<file path="config.mk">
export PLATFORM = sky130hd
export DESIGN_NAME = cvc_control_two
export DESIGN_NICKNAME = d
export VERILOG_FILES = /design/src/cvc_pkg.sv /design/src/cvc_control_two.sv /design/src/cvc_pg_deglitch.sv
export VERILOG_INCLUDE_DIRS = /design/src
export SDC_FILE = /design/constraint.sdc
export NUM_CORES = 1
export LEC_CHECK = 0
export ABC_AREA = 0
export BUFFER_PORTS_ARGS = -buffer_cell sky130_fd_sc_hd__buf_2
export CORE_ASPECT_RATIO = 0.9
export CORE_MARGIN = 3
export CORE_UTILIZATION = 35
export CTS_BUF_LIST = sky130_fd_sc_hd__clkbuf_4 sky130_fd_sc_hd__clkbuf_8
export CTS_CLUSTER_DIAMETER = 50
export CTS_CLUSTER_SIZE = 8
export DETAILED_ROUTE_END_ITERATION = 8
export PLACE_DENSITY_LB_ADDON = 0.15
export SYNTH_ARGS = -nofsm -noshare
export SYNTH_HDL_FRONTEND = slang
export SYNTH_SLANG_ARGS = --single-unit
</file>
<file path="constraint.sdc">
create_clock -name clk -period 4.1 [get_ports clk]
set_input_delay 0.41 -clock clk [delete_from_list [all_inputs] [get_ports clk]]
set_output_delay 0.41 -clock clk [all_outputs]
set_load 0.01 [all_outputs]
</file>
<file path="src/cvc_cfg.svh">
// Constants for the second converter control register.
`ifndef CVC_CFG_SVH
`define CVC_CFG_SVH
`define CVC_REG_OFFSET 8'h02
`define CVC_RESET_VALUE 8'hC1
`define CVC_DGL_MSB 7
`define CVC_DGL_LSB 6
`define CVC_FREQ_MSB 5
`define CVC_FREQ_LSB 4
`define CVC_SSTOP_BIT 3
`define CVC_ILIM_MSB 2
`define CVC_ILIM_LSB 0
`define CVC_CLK_MHZ 250
// Deglitch delays in ns; the shortest level is one clock.
`define CVC_DGL0_NS 4
`define CVC_DGL1_NS 6000
`define CVC_DGL2_NS 12000
`define CVC_DGL3_NS 30000
// Switching periods in ns for 500 kHz, 750 kHz, 1 MHz, 1.25 MHz.
`define CVC_PER0_NS 2000
`define CVC_PER1_NS 1333
`define CVC_PER2_NS 1000
`define CVC_PER3_NS 800
// Soft-stop ramp step time in ns per output code.
`define CVC_SSTEP_NS 40
`define CVC_CYC(ns) (((ns) * `CVC_CLK_MHZ) / 1000)
`endif

</file>
<file path="src/cvc_pkg.sv">
// Types for the second converter control register.
package cvc_pkg;
  typedef enum logic [1:0] {
    CVC_ST_OFF = 2'b00,
    CVC_ST_RUN = 2'b01,
    CVC_ST_STOP = 2'b10
  } cvc_state_t;
  typedef logic [7:0] cvc_byte_t;
  typedef logic [13:0] cvc_count_t;
endpackage : cvc_pkg

</file>
<file path="src/cvc_control_two.sv">
// Second converter control register with the logic its fields steer.
//
// Contract
// - Bits 7:6 pick power-good deglitch delay.
// - Power-good changes only after deglitch delay.
// - Host may write any of four delays.
// - Bits 5:4 pick switching frequency.
// - Frequency set by on-time timer, no oscillator.
// - Soft stop zero leaves output undriven.
// - Soft stop one ramps output linearly down.
// - Bits 2:0 pick valley current limit.
// - Enable pin low stops converter and port.
`timescale 1ns/1ps
`include "cvc_cfg.svh"
module cvc_control_two (
  input wire logic clk,
  input wire logic reset_n,
  input wire logic clkEn,
  input wire logic converterOnInput,
  input wire logic softEnable,
  input wire logic regWrite,
  input wire logic regRead,
  input wire logic [7:0] regAddr,
  input wire logic [7:0] regWdata,
  input wire logic [7:0] outputTarget,
  input wire logic overvoltageTrip,
  input wire logic undervoltageTrip,
  output cvc_pkg::cvc_byte_t regRdata,
  output logic regRvalid,
  output logic powerGoodOutput,
  output logic onTimePulse,
  output logic converterActive,
  output logic outputDriven,
  output logic [7:0] outputVoltage,
  output logic [2:0] valleyLimitSel
);
  import cvc_pkg::*;
  ////////////////////////////////////////////////////////////////////////////
  cvc_byte_t ctrl_q;
  cvc_state_t state_q;
  cvc_count_t period_q;
  cvc_count_t periodLimit;
  cvc_count_t step_q;
  logic portOn;
  logic pgRaw;
  cvc_count_t pgRun_q;
  cvc_count_t pgDelay;
  assign portOn = converterOnInput;
  // Register write and read-back; the port is dead while the enable pin is low.
  always_ff @(posedge clk or negedge reset_n) begin
    if (!reset_n) begin
      ctrl_q <= `CVC_RESET_VALUE;
    end else if (clkEn && portOn && regWrite && regAddr == `CVC_REG_OFFSET) begin
      ctrl_q <= regWdata;
    end
  end
  always_ff @(posedge clk or negedge reset_n) begin
    if (!reset_n) begin
      regRdata <= 8'h00;
      regRvalid <= 1'b0;
    end else if (clkEn) begin
      regRvalid <= portOn && regRead && regAddr == `CVC_REG_OFFSET;
      if (portOn && regRead && regAddr == `CVC_REG_OFFSET) begin
        regRdata <= ctrl_q;
      end
    end
  end
  always_ff @(posedge clk or negedge reset_n) begin
    if (!reset_n) begin
      valleyLimitSel <= 3'h0;
    end else if (clkEn) begin
      valleyLimitSel <= ctrl_q[`CVC_ILIM_MSB:`CVC_ILIM_LSB];
    end
  end
  ////////////////////////////////////////////////////////////////////////////
  // Converter state: off, running, or ramping down after shutdown.
  always_ff @(posedge clk or negedge reset_n) begin
    if (!reset_n) begin
      state_q <= CVC_ST_OFF;
    end else if (clkEn) begin
      unique case (state_q)
        CVC_ST_OFF: begin
          if (portOn && softEnable) state_q <= CVC_ST_RUN;
        end
        CVC_ST_RUN: begin
          if (!(portOn && softEnable)) begin
            state_q <= ctrl_q[`CVC_SSTOP_BIT] ? CVC_ST_STOP : CVC_ST_OFF;
          end
        end
        CVC_ST_STOP: begin
          if (outputVoltage == 8'h00) state_q <= CVC_ST_OFF;
          else if (portOn && softEnable) state_q <= CVC_ST_RUN;
        end
        default: state_q <= CVC_ST_OFF;
      endcase
    end
  end
  always_ff @(posedge clk or negedge reset_n) begin
    if (!reset_n) begin
      converterActive <= 1'b0;
      outputDriven <= 1'b0;
    end else if (clkEn) begin
      converterActive <= state_q == CVC_ST_RUN;
      outputDriven <= state_q != CVC_ST_OFF;
    end
  end
  // Linear ramp: one code down per step time while stopping.
  always_ff @(posedge clk or negedge reset_n) begin
    if (!reset_n) begin
      step_q <= 14'h0000;
      outputVoltage <= 8'h00;
    end else if (clkEn) begin
      if (state_q == CVC_ST_RUN) begin
        outputVoltage <= outputTarget;
        step_q <= 14'h0000;
      end else if (state_q == CVC_ST_STOP && outputVoltage != 8'h00) begin
        if (step_q + 14'h0001 >= 14'(`CVC_CYC(`CVC_SSTEP_NS))) begin
          step_q <= 14'h0000;
          outputVoltage <= outputVoltage - 8'h01;
        end else begin
          step_q <= step_q + 14'h0001;
        end
      end
    end
  end
  ////////////////////////////////////////////////////////////////////////////
  // No free-running oscillator: the on-time timer length fixes the period.
  // The host must keep the chosen period above the minimum on-time.
  always_comb begin
    unique case (ctrl_q[`CVC_FREQ_MSB:`CVC_FREQ_LSB])
      2'b00: periodLimit = 14'(`CVC_CYC(`CVC_PER0_NS));
      2'b01: periodLimit = 14'(`CVC_CYC(`CVC_PER1_NS));
      2'b10: periodLimit = 14'(`CVC_CYC(`CVC_PER2_NS));
      2'b11: periodLimit = 14'(`CVC_CYC(`CVC_PER3_NS));
    endcase
  end
  always_ff @(posedge clk or negedge reset_n) begin
    if (!reset_n) begin
      period_q <= 14'h0000;
      onTimePulse <= 1'b0;
    end else if (clkEn) begin
      if (state_q != CVC_ST_RUN || period_q + 14'h0001 >= periodLimit) begin
        period_q <= 14'h0000;
      end else begin
        period_q <= period_q + 14'h0001;
      end
      onTimePulse <= state_q == CVC_ST_RUN && period_q == 14'h0000;
    end
  end
  ////////////////////////////////////////////////////////////////////////////
  assign pgRaw = !overvoltageTrip && !undervoltageTrip;
  cvc_pg_deglitch uDeglitch (
    .clk(clk),
    .reset_n(reset_n),
    .clkEn(clkEn),
    .delaySel(ctrl_q[`CVC_DGL_MSB:`CVC_DGL_LSB]),
    .inWindow(pgRaw),
    .pgOut(powerGoodOutput)
  );
  // Expected deglitch length per delay code, kept apart from the filter so the check does not trust it.
  always_comb begin
    unique case (ctrl_q[`CVC_DGL_MSB:`CVC_DGL_LSB])
      2'b00: pgDelay = 14'(`CVC_CYC(`CVC_DGL0_NS));
      2'b01: pgDelay = 14'(`CVC_CYC(`CVC_DGL1_NS));
      2'b10: pgDelay = 14'(`CVC_CYC(`CVC_DGL2_NS));
      2'b11: pgDelay = 14'(`CVC_CYC(`CVC_DGL3_NS));
    endcase
  end
  // Assertion helper: enabled cycles in a row in which the raw comparator disagrees with the output.
  always_ff @(posedge clk or negedge reset_n) begin
    if (!reset_n) begin
      pgRun_q <= 14'h0000;
    end else if (clkEn) begin
      if (pgRaw == powerGoodOutput || pgRun_q + 14'h0001 >= pgDelay) begin
        pgRun_q <= 14'h0000;
      end else begin
        pgRun_q <= pgRun_q + 14'h0001;
      end
    end
  end
endmodule : cvc_control_two

</file>
<file path="src/cvc_pg_deglitch.sv">
// Power-good deglitch filter with a selectable delay.
`timescale 1ns/1ps
`include "cvc_cfg.svh"
module cvc_pg_deglitch (
  input wire logic clk,
  input wire logic reset_n,
  input wire logic clkEn,
  input wire logic [1:0] delaySel,
  input wire logic inWindow,
  output logic pgOut
);
  import cvc_pkg::*;
  cvc_count_t limit;
  cvc_count_t cnt_q;
  always_comb begin
    unique case (delaySel)
      2'b00: limit = 14'(`CVC_CYC(`CVC_DGL0_NS));
      2'b01: limit = 14'(`CVC_CYC(`CVC_DGL1_NS));
      2'b10: limit = 14'(`CVC_CYC(`CVC_DGL2_NS));
      2'b11: limit = 14'(`CVC_CYC(`CVC_DGL3_NS));
    endcase
  end
  // The count restarts whenever the comparator agrees with the output, so a glitch shorter than the delay is lost.
  always_ff @(posedge clk or negedge reset_n) begin
    if (!reset_n) begin
      cnt_q <= 14'h0000;
      pgOut <= 1'b0;
    end else if (clkEn) begin
      if (inWindow == pgOut) begin
        cnt_q <= 14'h0000;
      end else if (cnt_q + 14'h0001 >= limit) begin
        pgOut <= inWindow;
        cnt_q <= 14'h0000;
      end else begin
        cnt_q <= cnt_q + 14'h0001;
      end
    end
  end
endmodule : cvc_pg_deglitch

</file>
==> impl_metrics.toml, run 1 <==
[cells_and_area]
synthToLayoutAreaGrowth_pct = 13.5
multi_input_area_um2 = 2530
seqCellArea_um2 = 1910
final_cell_mix = "dfrtp_1 (73), buf_2 (55), nand2_1 (40)"
fill_cells = 1294
final_common_cell = "dfrtp_1"
fin_util = 0.410
fin_area_um2 = 5240
antennaDiodeCount = 0
drive_gt1_frac = 0.218
final_nets = 587
layoutNonFillerInstCount = 692

[yosys]
ys_seq_area_frac = 0.413
yosysWarnings = 0
synth-simple-area-share = 0.208
synth_cell_types = 67
synth_xor_area_frac = 0.0531
synth_compound_area_frac = 0.132
ys.flop_type = "dfrtp_1"
async_reset_ff_frac = 1.00
postSynthCellCount = 470
synth_edf_count = 0
synth_top_area_cell = "dfrtp_1"
syn_avg_cell_area_um2 = 9.83
synth_top_area_share = 0.395
synthMuxAreaShare = 0.0712
synth.area.top_cells = "dfrtp_1 (40%), ha_1 (8.4%), mux2_2 (4.6%)"
synth_fa_ha_area_frac = 0.0840
syn_area_um2 = 4620
synth_top_family_by_area = "simple AND/OR/NAND/NOR gates"
synth-seq-cells = 76
syn_nets = 534

[timing]
worst_slew_pin_slew_ns = 0.950
rsz0062_at_grt = "false"
fin_skew_ns = 0.0108
max_slew_margin = 0.367
slew_viol_final = 0
period_needed_ns = 3.42
finalWorstSetupSlack_ns = 0.680
hold_viol_final = 0
fin_crit_sh = 0.834
setup_violations = 0
fmax_mhz = 292
setup-tns-final_ns = 0

[pwr]
swShare = 0.305
combPwrFrac = 0.215
clkPwrFrac = 0.312
powerDensity_nw_per_um2 = 359
peakVddDrop_uv = 171
seq_power_share = 0.473
power.internal_w = 0.00131
p_leak_nw = 2.39
switchingPower_w = 0.000574

[setup_path]
critPathTopFamily = "simple AND/OR/NAND/NOR gates"
start_kind = "flop"
slowest_stage = "dfrtp_1"
crit_chain = "ha_1, nand4_1, nor2_1, xnor2_1, ha_1, and3_1, a221oi_1, o21ai_0, nor3_1, nand2_1, o221ai_1"
cp.depth = 11
crit_path_max_fanout = 10
path_buf_inv = 0
crit_arrival_ns = 3.69
rr_worst_depth = 11
crit_top_cell = "ha_1"
max_stage_delay_ns = 0.51
cp-end-kind = "flop"
critPathKind = "reg -> reg"
worst_ep_required_time_ns = 4.37

[global_route]
antenna_found_initial = 0
grt.total_usage = 0.151
grt_max_degree = 77
grt_pass1_vias = 3558
grt_pass1_wl_um = 17900
grt_overflow = 0

[clocking]
post_cts_buffers = 0
cts_resized = 0
htree_num_levels = 3
cts-root-buf = "clkbuf_8"
cts_tree = "built"
clkLatencyLatePin_ns = 0.36
cts.clk_slew.worst_paths_ns = 0.09
cts_sinks = 76
cts_hold_buffers = 0
cts_buffer_depth = 2
numCtsBuffers = 9

[route]
wire_per_inst_um = 15.0
firstDrtPassIters = 4
drt_wl_total_um = 10400
routed_via_density = 5.27
drt_iter0_drc = 182
ant_nets = 0
route.detailed.drc = 0
vias = 3645

[placed_design]
post-dp-hpwl_um = 7620
port_buffers = 56
placed_cell_area_um2 = 5040
place_inst = 676
pre_cts_slack_ns = 0.694
globalplace.congestion = 0.864

[die]
die_height_um = 115
die_area_um2 = 14600
start_util = 0.361
io_pins = 57
fp.dieW_um = 127
coreArea_um2 = 12800
num_rows = 39

[min_path]
min-delay-path-class = "in -> async"

[run]
cap_violations = 0

[outcome]
status = "complete, no violations"
[per-layer routing]
| layer | global-route usage | wire, µm | share of wire |
|---|---|---|---|
| met1 | 0.214 | 5210 | 0.50 |
| met2 | 0.235 | 4670 | 0.45 |
| met3 | 0.0255 | 347 | 0.033 |
| met4 | 0.0558 | 178 | 0.017 |
| met5 | 0 | 0 | 0 |
[logic make-up (layout without fill, tap and decap cells)]
group,count (synthesis),in the layout
AND/OR/NAND/NOR,181,181
flip-flops,76,76
XOR/XNOR,28,28
AO/OA/AOI/OAI,84,84
multiplexers,28,28
adder cells (fa/ha/maj),31,31
buffers and inverters,42,100
[stage by stage]
stage	hold WS (ns)	power, W
6_report	0.189	0.00188
5_1_grt	0.267	0.00202
4_1_cts	0.240	0.00192
3_5_place_dp	0.472	0.00132
3_3_place_gp	0.463	0.00130
2_1_floorplan	0.114	0.00118
[path summary, 6_finish.rpt]
| path | slack, ns | startpoint | end |
|---|---|---|---|
| max | 0.68 | uDeglitch.cnt_q[0]$_DFFE_PN0P_ | uDeglitch.cnt_q[9]$_DFFE_PN0P_ |
| min in group clk | 0.29 | regWdata[3] | ctrl_q[3]$_DFFE_PN0P_ |
| min | 0.19 | reset_n | uDeglitch.cnt_q[10]$_DFFE_PN0P_ |
| min reg2reg | 0.49 | regRdata[7]$_DFFE_PN0P_ | regRdata[7]$_DFFE_PN0P_ |
| max reg2reg | 0.68 | uDeglitch.cnt_q[0]$_DFFE_PN0P_ | uDeglitch.cnt_q[9]$_DFFE_PN0P_ |
| max in group asynchronous | 3.29 | reset_n | regRdata[2]$_DFFE_PN0P_ |
[power groups by stage]
stage / clock network [W] / registers [W] / logic (W)
detailed placement: 0 / 0.000904 / 0.000412
global placement: 0 / 0.000899 / 0.000405
finish: 0.000587 / 0.000890 / 0.000405
global route: 0.000648 / 0.000904 / 0.000464
CTS: 0.000615 / 0.000890 / 0.000413
floorplan: 0 / 0.000909 / 0.000270
[registers in the layout, indices dropped and copies added, names as in the netlist]
| signal | count |
|---|---|
| ctrl_q | 8 |
| state_q | 2 |
| step_q | 14 |
| regRvalid | 1 |
| uDeglitch.pgOut | 1 |
| period_q | 14 |
| outputVoltage | 8 |
| regRdata | 8 |
| outputDriven | 1 |
| uDeglitch.cnt_q | 14 |
| converterActive | 1 |
| onTimePulse | 1 |
| valleyLimitSel | 3 |
[Yosys cell counts, drive strengths merged, types with 11 or more instances]
| library cell | number |
|---|---|
| nand2 | 40 |
| xnor2 | 21 |
| dfrtp | 73 |
| mux2 | 24 |
| nand3 | 22 |
| nand4 | 15 |
| o21ai | 20 |
| ha | 31 |
| nor2 | 32 |
| o2bb2ai | 12 |
| clkbuf | 13 |
| inv | 25 |
| and2 | 11 |
[area by class of cell]
| class | instances | share of cell area |
|---|---|---|
| Clock buffer | 10 | 0.0262 |
| Clock inverter | 6 | 0.0122 |
| Inverter | 25 | 0.0179 |
| Multi-Input combinational cell | 352 | 0.483 |
| Sequential cell | 76 | 0.363 |
| Tap cell | 164 | 0.0391 |
| Timing Repair Buffer | 59 | 0.0582 |
(Power assumes the default switching activity.)
==> run 2: changes to the inputs <==
clock period = 3.2 ns   (was 4.1 ns; I/O delays follow)
==> impl_metrics.toml, run 2 (synthesized netlist as in run 1, its figures left out) <==
[die]
die_area_um2 = 14600
io_pins = 57
die_height_um = 115
start_util = 0.361
fp.dieW_um = 127
coreArea_um2 = 12800
num_rows = 39

[global_route]
grt_pass1_wl_um = 18500
grt_pass1_vias = 3622
grt_overflow = 0
grt_max_degree = 77
grt.total_usage = 0.159
antenna_found_initial = 0

[placed_design]
globalplace.congestion = 0.856
post-dp-hpwl_um = 8130
port_buffers = 56

[timing]
hold_viol_final = 0
fin_crit_sh = 0.943
setup-tns-final_ns = 0
setup_violations = 0
fmax_mhz = 331
slew_viol_final = 0
worst_slew_pin_slew_ns = 0.972
fin_skew_ns = 0.00910
rsz0062_at_grt = "false"
period_needed_ns = 3.02
max_slew_margin = 0.352

[clocking]
cts-root-buf = "clkbuf_8"
cts_buffer_depth = 2
htree_num_levels = 3
cts_sinks = 76
cts_tree = "built"
cts.clk_slew.worst_paths_ns = 0.08
clkLatencyLatePin_ns = 0.36
numCtsBuffers = 9

[cells_and_area]
antennaDiodeCount = 0
drive_gt1_frac = 0.256
final_common_cell = "dfrtp_1"
synthToLayoutAreaGrowth_pct = 17.0
reg_top3 = "period_q x14, step_q x14, uDeglitch.cnt_q x14"
fin_util = 0.423
final_cell_mix = "dfrtp_1 (73), buf_2 (55), nand2_1 (40)"
final_nets = 609

[route]
routed_via_density = 5.32
vias = 3800
dr_wl_met2_um = 5120
wire_per_inst_um = 15.4
drt_iter0_drc = 210
route.detailed.drc = 0
topRoutingLayerUsed = "met4"
drt_wl_total_um = 11000
wl_met3_um = 391
ant_nets = 0
wl_met1_um = 5360
firstDrtPassIters = 4

[setup_path]
critPathKind = "reg -> reg"
crit_arrival_ns = 3.26
worst_ep_required_time_ns = 3.45
slowest_stage = "dfrtp_1"
cp-end-kind = "flop"
max_stage_delay_ns = 0.38
start_kind = "flop"
crit_chain = "and4_1, nand4_1, or2_2, xnor2_2, ha_1, and3_1, a221oi_2, o21ai_1, or2_2, o21ai_1, mux2_2"
crit_path_max_fanout = 3

[outcome]
status = "complete, no violations"

[pwr]
peakVddDrop_uv = 312
powerDensity_nw_per_um2 = 434
p_leak_nw = 2.50

[min_path]
min-delay-path-class = "in -> async"

[run]
cap_violations = 0
run 2: cell type report:
type	count	area, µm²
fill	1257	7380
multi-input combinational	352	2560
sequential	76	1910
inverter	25	93.8
timing repair buffer	81	470
tap	164	205
clock buffer	9	124
clock inverter	7	50.0
run 2: metrics by stage:
stage | total power [W] | worst slack (ns) | area, µm² | cells | hold WS, ns
floorplan | 0.00151 | 0.229 | 4620 | 470 | 0.0244
global placement | 0.00169 | 0.115 | 5200 | 697 | 0.467
detailed placement | 0.00170 | 0.109 | 5200 | 697 | 0.475
CTS | 0.00239 | 0.0662 | 5370 | 713 | 0.143
global route | 0.00251 | 0.00602 | 5410 | 714 | 0.150
finish | 0.00234 | 0.181 | 5410 | 714 | 0.102
run 2: worst paths after layout:
check | from | to | slack, ns | cells past startpoint
hold / removal | reset_n | uDeglitch.cnt_q[10]$_DFFE_PN0P_ | 0.10 | 1
hold reg to reg | regRdata[7]$_DFFE_PN0P_ | regRdata[7]$_DFFE_PN0P_ | 0.49 | 2
min in group clk | regWdata[2] | ctrl_q[2]$_DFFE_PN0P_ | 0.19 | 2
setup / recovery | uDeglitch.cnt_q[4]$_DFFE_PN0P_ | uDeglitch.pgOut$_DFFE_PN0P_ | 0.18 | 11
max in group asynchronous | reset_n | period_q[10]$_DFFE_PN0P_ | 2.47 | 1
setup reg to reg | uDeglitch.cnt_q[4]$_DFFE_PN0P_ | uDeglitch.pgOut$_DFFE_PN0P_ | 0.18 | 11
run 2: critical path: cells and delay by family (launching register included):
kind	cells	cell delay, ns
muxes	1	0.34
and+or+nand+nor	5	1.24
adders and majority gates	1	0.27
xor gates and xnor gates	1	0.14
AOI/OAI and AO/OA	3	0.52
DFF	1	0.38
run 2: timing repair:
item | 4_1_cts | 5_1_grt
resized for setup | 0 | 6
setup endpoints to repair | 0 | 22
buffers inserted | 0 | 1
hold buffers | 0 | 0
run 2: where the power goes:
part           switching (W)  total (W)  internal (W)
clock               0.000382   0.000666      0.000283
combinational       0.000268   0.000541      0.000273
sequential         0.0000981    0.00114       0.00104
run 2: layer usage:
metal	up-vias	track usage
met3	9	0.0390
met4	0	0.0450
met5	-	0
met1	1854	0.218
li1	1864	-
met2	73	0.251
==> run 3: changes to the inputs <==
PLACE_DENSITY = 0.53   (was default)
PLACE_DENSITY_LB_ADDON = default   (was 0.15)
==> impl_metrics.toml, run 3 (synthesized netlist as in run 1, its figures left out) <==
[outcome]
status = "complete, no violations"

[cells_and_area]
fin_area_um2 = 5430
antennaDiodeCount = 0
fill_cells = 1270
fin_util = 0.424
reg_top3 = "period_q x14, step_q x14, uDeglitch.cnt_q x14"
final_cell_mix = "dfrtp_1 (72), buf_2 (55), nand2_1 (40)"
final_common_cell = "dfrtp_1"
synthToLayoutAreaGrowth_pct = 17.5
final_nets = 606
drive_gt1_frac = 0.258

[timing]
period_needed_ns = 3.02
fin_skew_ns = 0.0137
hold_viol_final = 0
max_slew_margin = 0.344
rsz0062_at_grt = "false"
slew_viol_final = 0
setup-tns-final_ns = 0
setup_violations = 0
fin_crit_sh = 0.945
worst_slew_pin_slew_ns = 0.984
fmax_mhz = 331

[setup_path]
worst_ep_required_time_ns = 3.45
slowest_stage = "dfrtp_1"
start_kind = "flop"
critPathTopFamily = "simple AND/OR/NAND/NOR gates"
max_stage_delay_ns = 0.40
crit_arrival_ns = 3.27
cp-end-kind = "flop"
rr_worst_depth = 11
critPathKind = "reg -> reg"
crit_chain = "and4_4, nand4_1, or2_4, xnor2_2, ha_1, and3_1, a221oi_2, o21ai_1, or2_2, o21ai_1, mux2_2"
path_buf_inv = 0
cp.depth = 11
crit_path_max_fanout = 4
crit_top_cell = "o21ai_1"

[placed_design]
globalplace.congestion = 0.844
placed_cell_area_um2 = 5180
post-dp-hpwl_um = 8080
port_buffers = 56

[die]
die_height_um = 115
num_rows = 39
coreArea_um2 = 12800
start_util = 0.361
io_pins = 57
fp.dieW_um = 127
die_area_um2 = 14600

[route]
ant_nets = 0
route.detailed.drc = 0
drt_wl_total_um = 11100
vias = 3751
routed_via_density = 5.28
drt_iter0_drc = 195
wire_per_inst_um = 15.5
firstDrtPassIters = 4

[clocking]
cts.clk_slew.worst_paths_ns = 0.08
cts_tree = "built"
cts-root-buf = "clkbuf_8"
numCtsBuffers = 9
cts_sinks = 76
cts_buffer_depth = 2
htree_num_levels = 3
clkLatencyLatePin_ns = 0.37

[global_route]
grt_pass1_wl_um = 18800
antenna_found_initial = 0
grt_max_degree = 77
grt_overflow = 0
grt.total_usage = 0.160
grt_pass1_vias = 3678

[pwr]
powerDensity_nw_per_um2 = 451
p_leak_nw = 2.51
peakVddDrop_uv = 258

[min_path]
min-delay-path-class = "in -> async"

[run]
cap_violations = 0
run 3: what timing repair did:
item,CTS,global route
setup endpoints to repair,1,12
cloned,0,0
pin swaps,0,1
setup buffers,0,1
gates resized for setup,1,10
hold buffers,0,0
run 3: power breakdown:
part / internal (W) / switching, W
Clock: 0.000399 / 0.000375
Combinational: 0.000272 / 0.000266
Sequential: 0.00104 / 0.0000977
run 3: worst paths after layout:
| path | startpoint | endpoint | slack (ns) |
|---|---|---|---|
| hold / removal | reset_n | uDeglitch.cnt_q[10]$_DFFE_PN0P_ | 0.09 |
| hold reg to reg | converterActive$_DFFE_PN0P_ | converterActive$_DFFE_PN0P_ | 0.50 |
| min in group clk | regWdata[1] | ctrl_q[1]$_DFFE_PN0P_ | 0.19 |
| setup reg to reg | uDeglitch.cnt_q[4]$_DFFE_PN0P_ | uDeglitch.pgOut$_DFFE_PN0P_ | 0.18 |
| max in group asynchronous | reset_n | uDeglitch.cnt_q[0]$_DFFE_PN0P_ | 2.40 |
| setup / recovery | uDeglitch.cnt_q[4]$_DFFE_PN0P_ | uDeglitch.pgOut$_DFFE_PN0P_ | 0.18 |
run 3: final cells by class:
class | instances | area, µm² | area share
clock inverter | 4 | 51.3 | 0.00945
inverter | 25 | 93.8 | 0.0173
tap | 164 | 205 | 0.0378
clock buffer | 12 | 153 | 0.0281
multi-input combinational | 352 | 2570 | 0.473
timing repair buffer | 78 | 448 | 0.0825
sequential | 76 | 1910 | 0.351
run 3: per-stage QoR:
| stage | std cells | power [W] | setup WS [ns] | hold slack (ns) |
|---|---|---|---|---|
| finish | 711 | 0.00245 | 0.176 | 0.0895 |
| global route | 711 | 0.00261 | 0.0165 | 0.178 |
| CTS | 710 | 0.00249 | 0.0462 | 0.153 |
| detailed placement | 694 | 0.00170 | 0.0127 | 0.473 |
| global placement | 694 | 0.00169 | 0.120 | 0.468 |
| floorplan | 470 | 0.00151 | 0.229 | 0.0244 |
run 3: metal layers:
metal / global-route usage / share of wire / wire [µm] / up-vias
met3: 0.0432 / 0.043 / 474 / 10
met4: 0.0422 / 0.011 / 124 / 0
met5: 0 / 0 / 0 / -
met2: 0.251 / 0.47 / 5160 / 66
li1: - / - / - / 1852
met1: 0.220 / 0.48 / 5290 / 1823
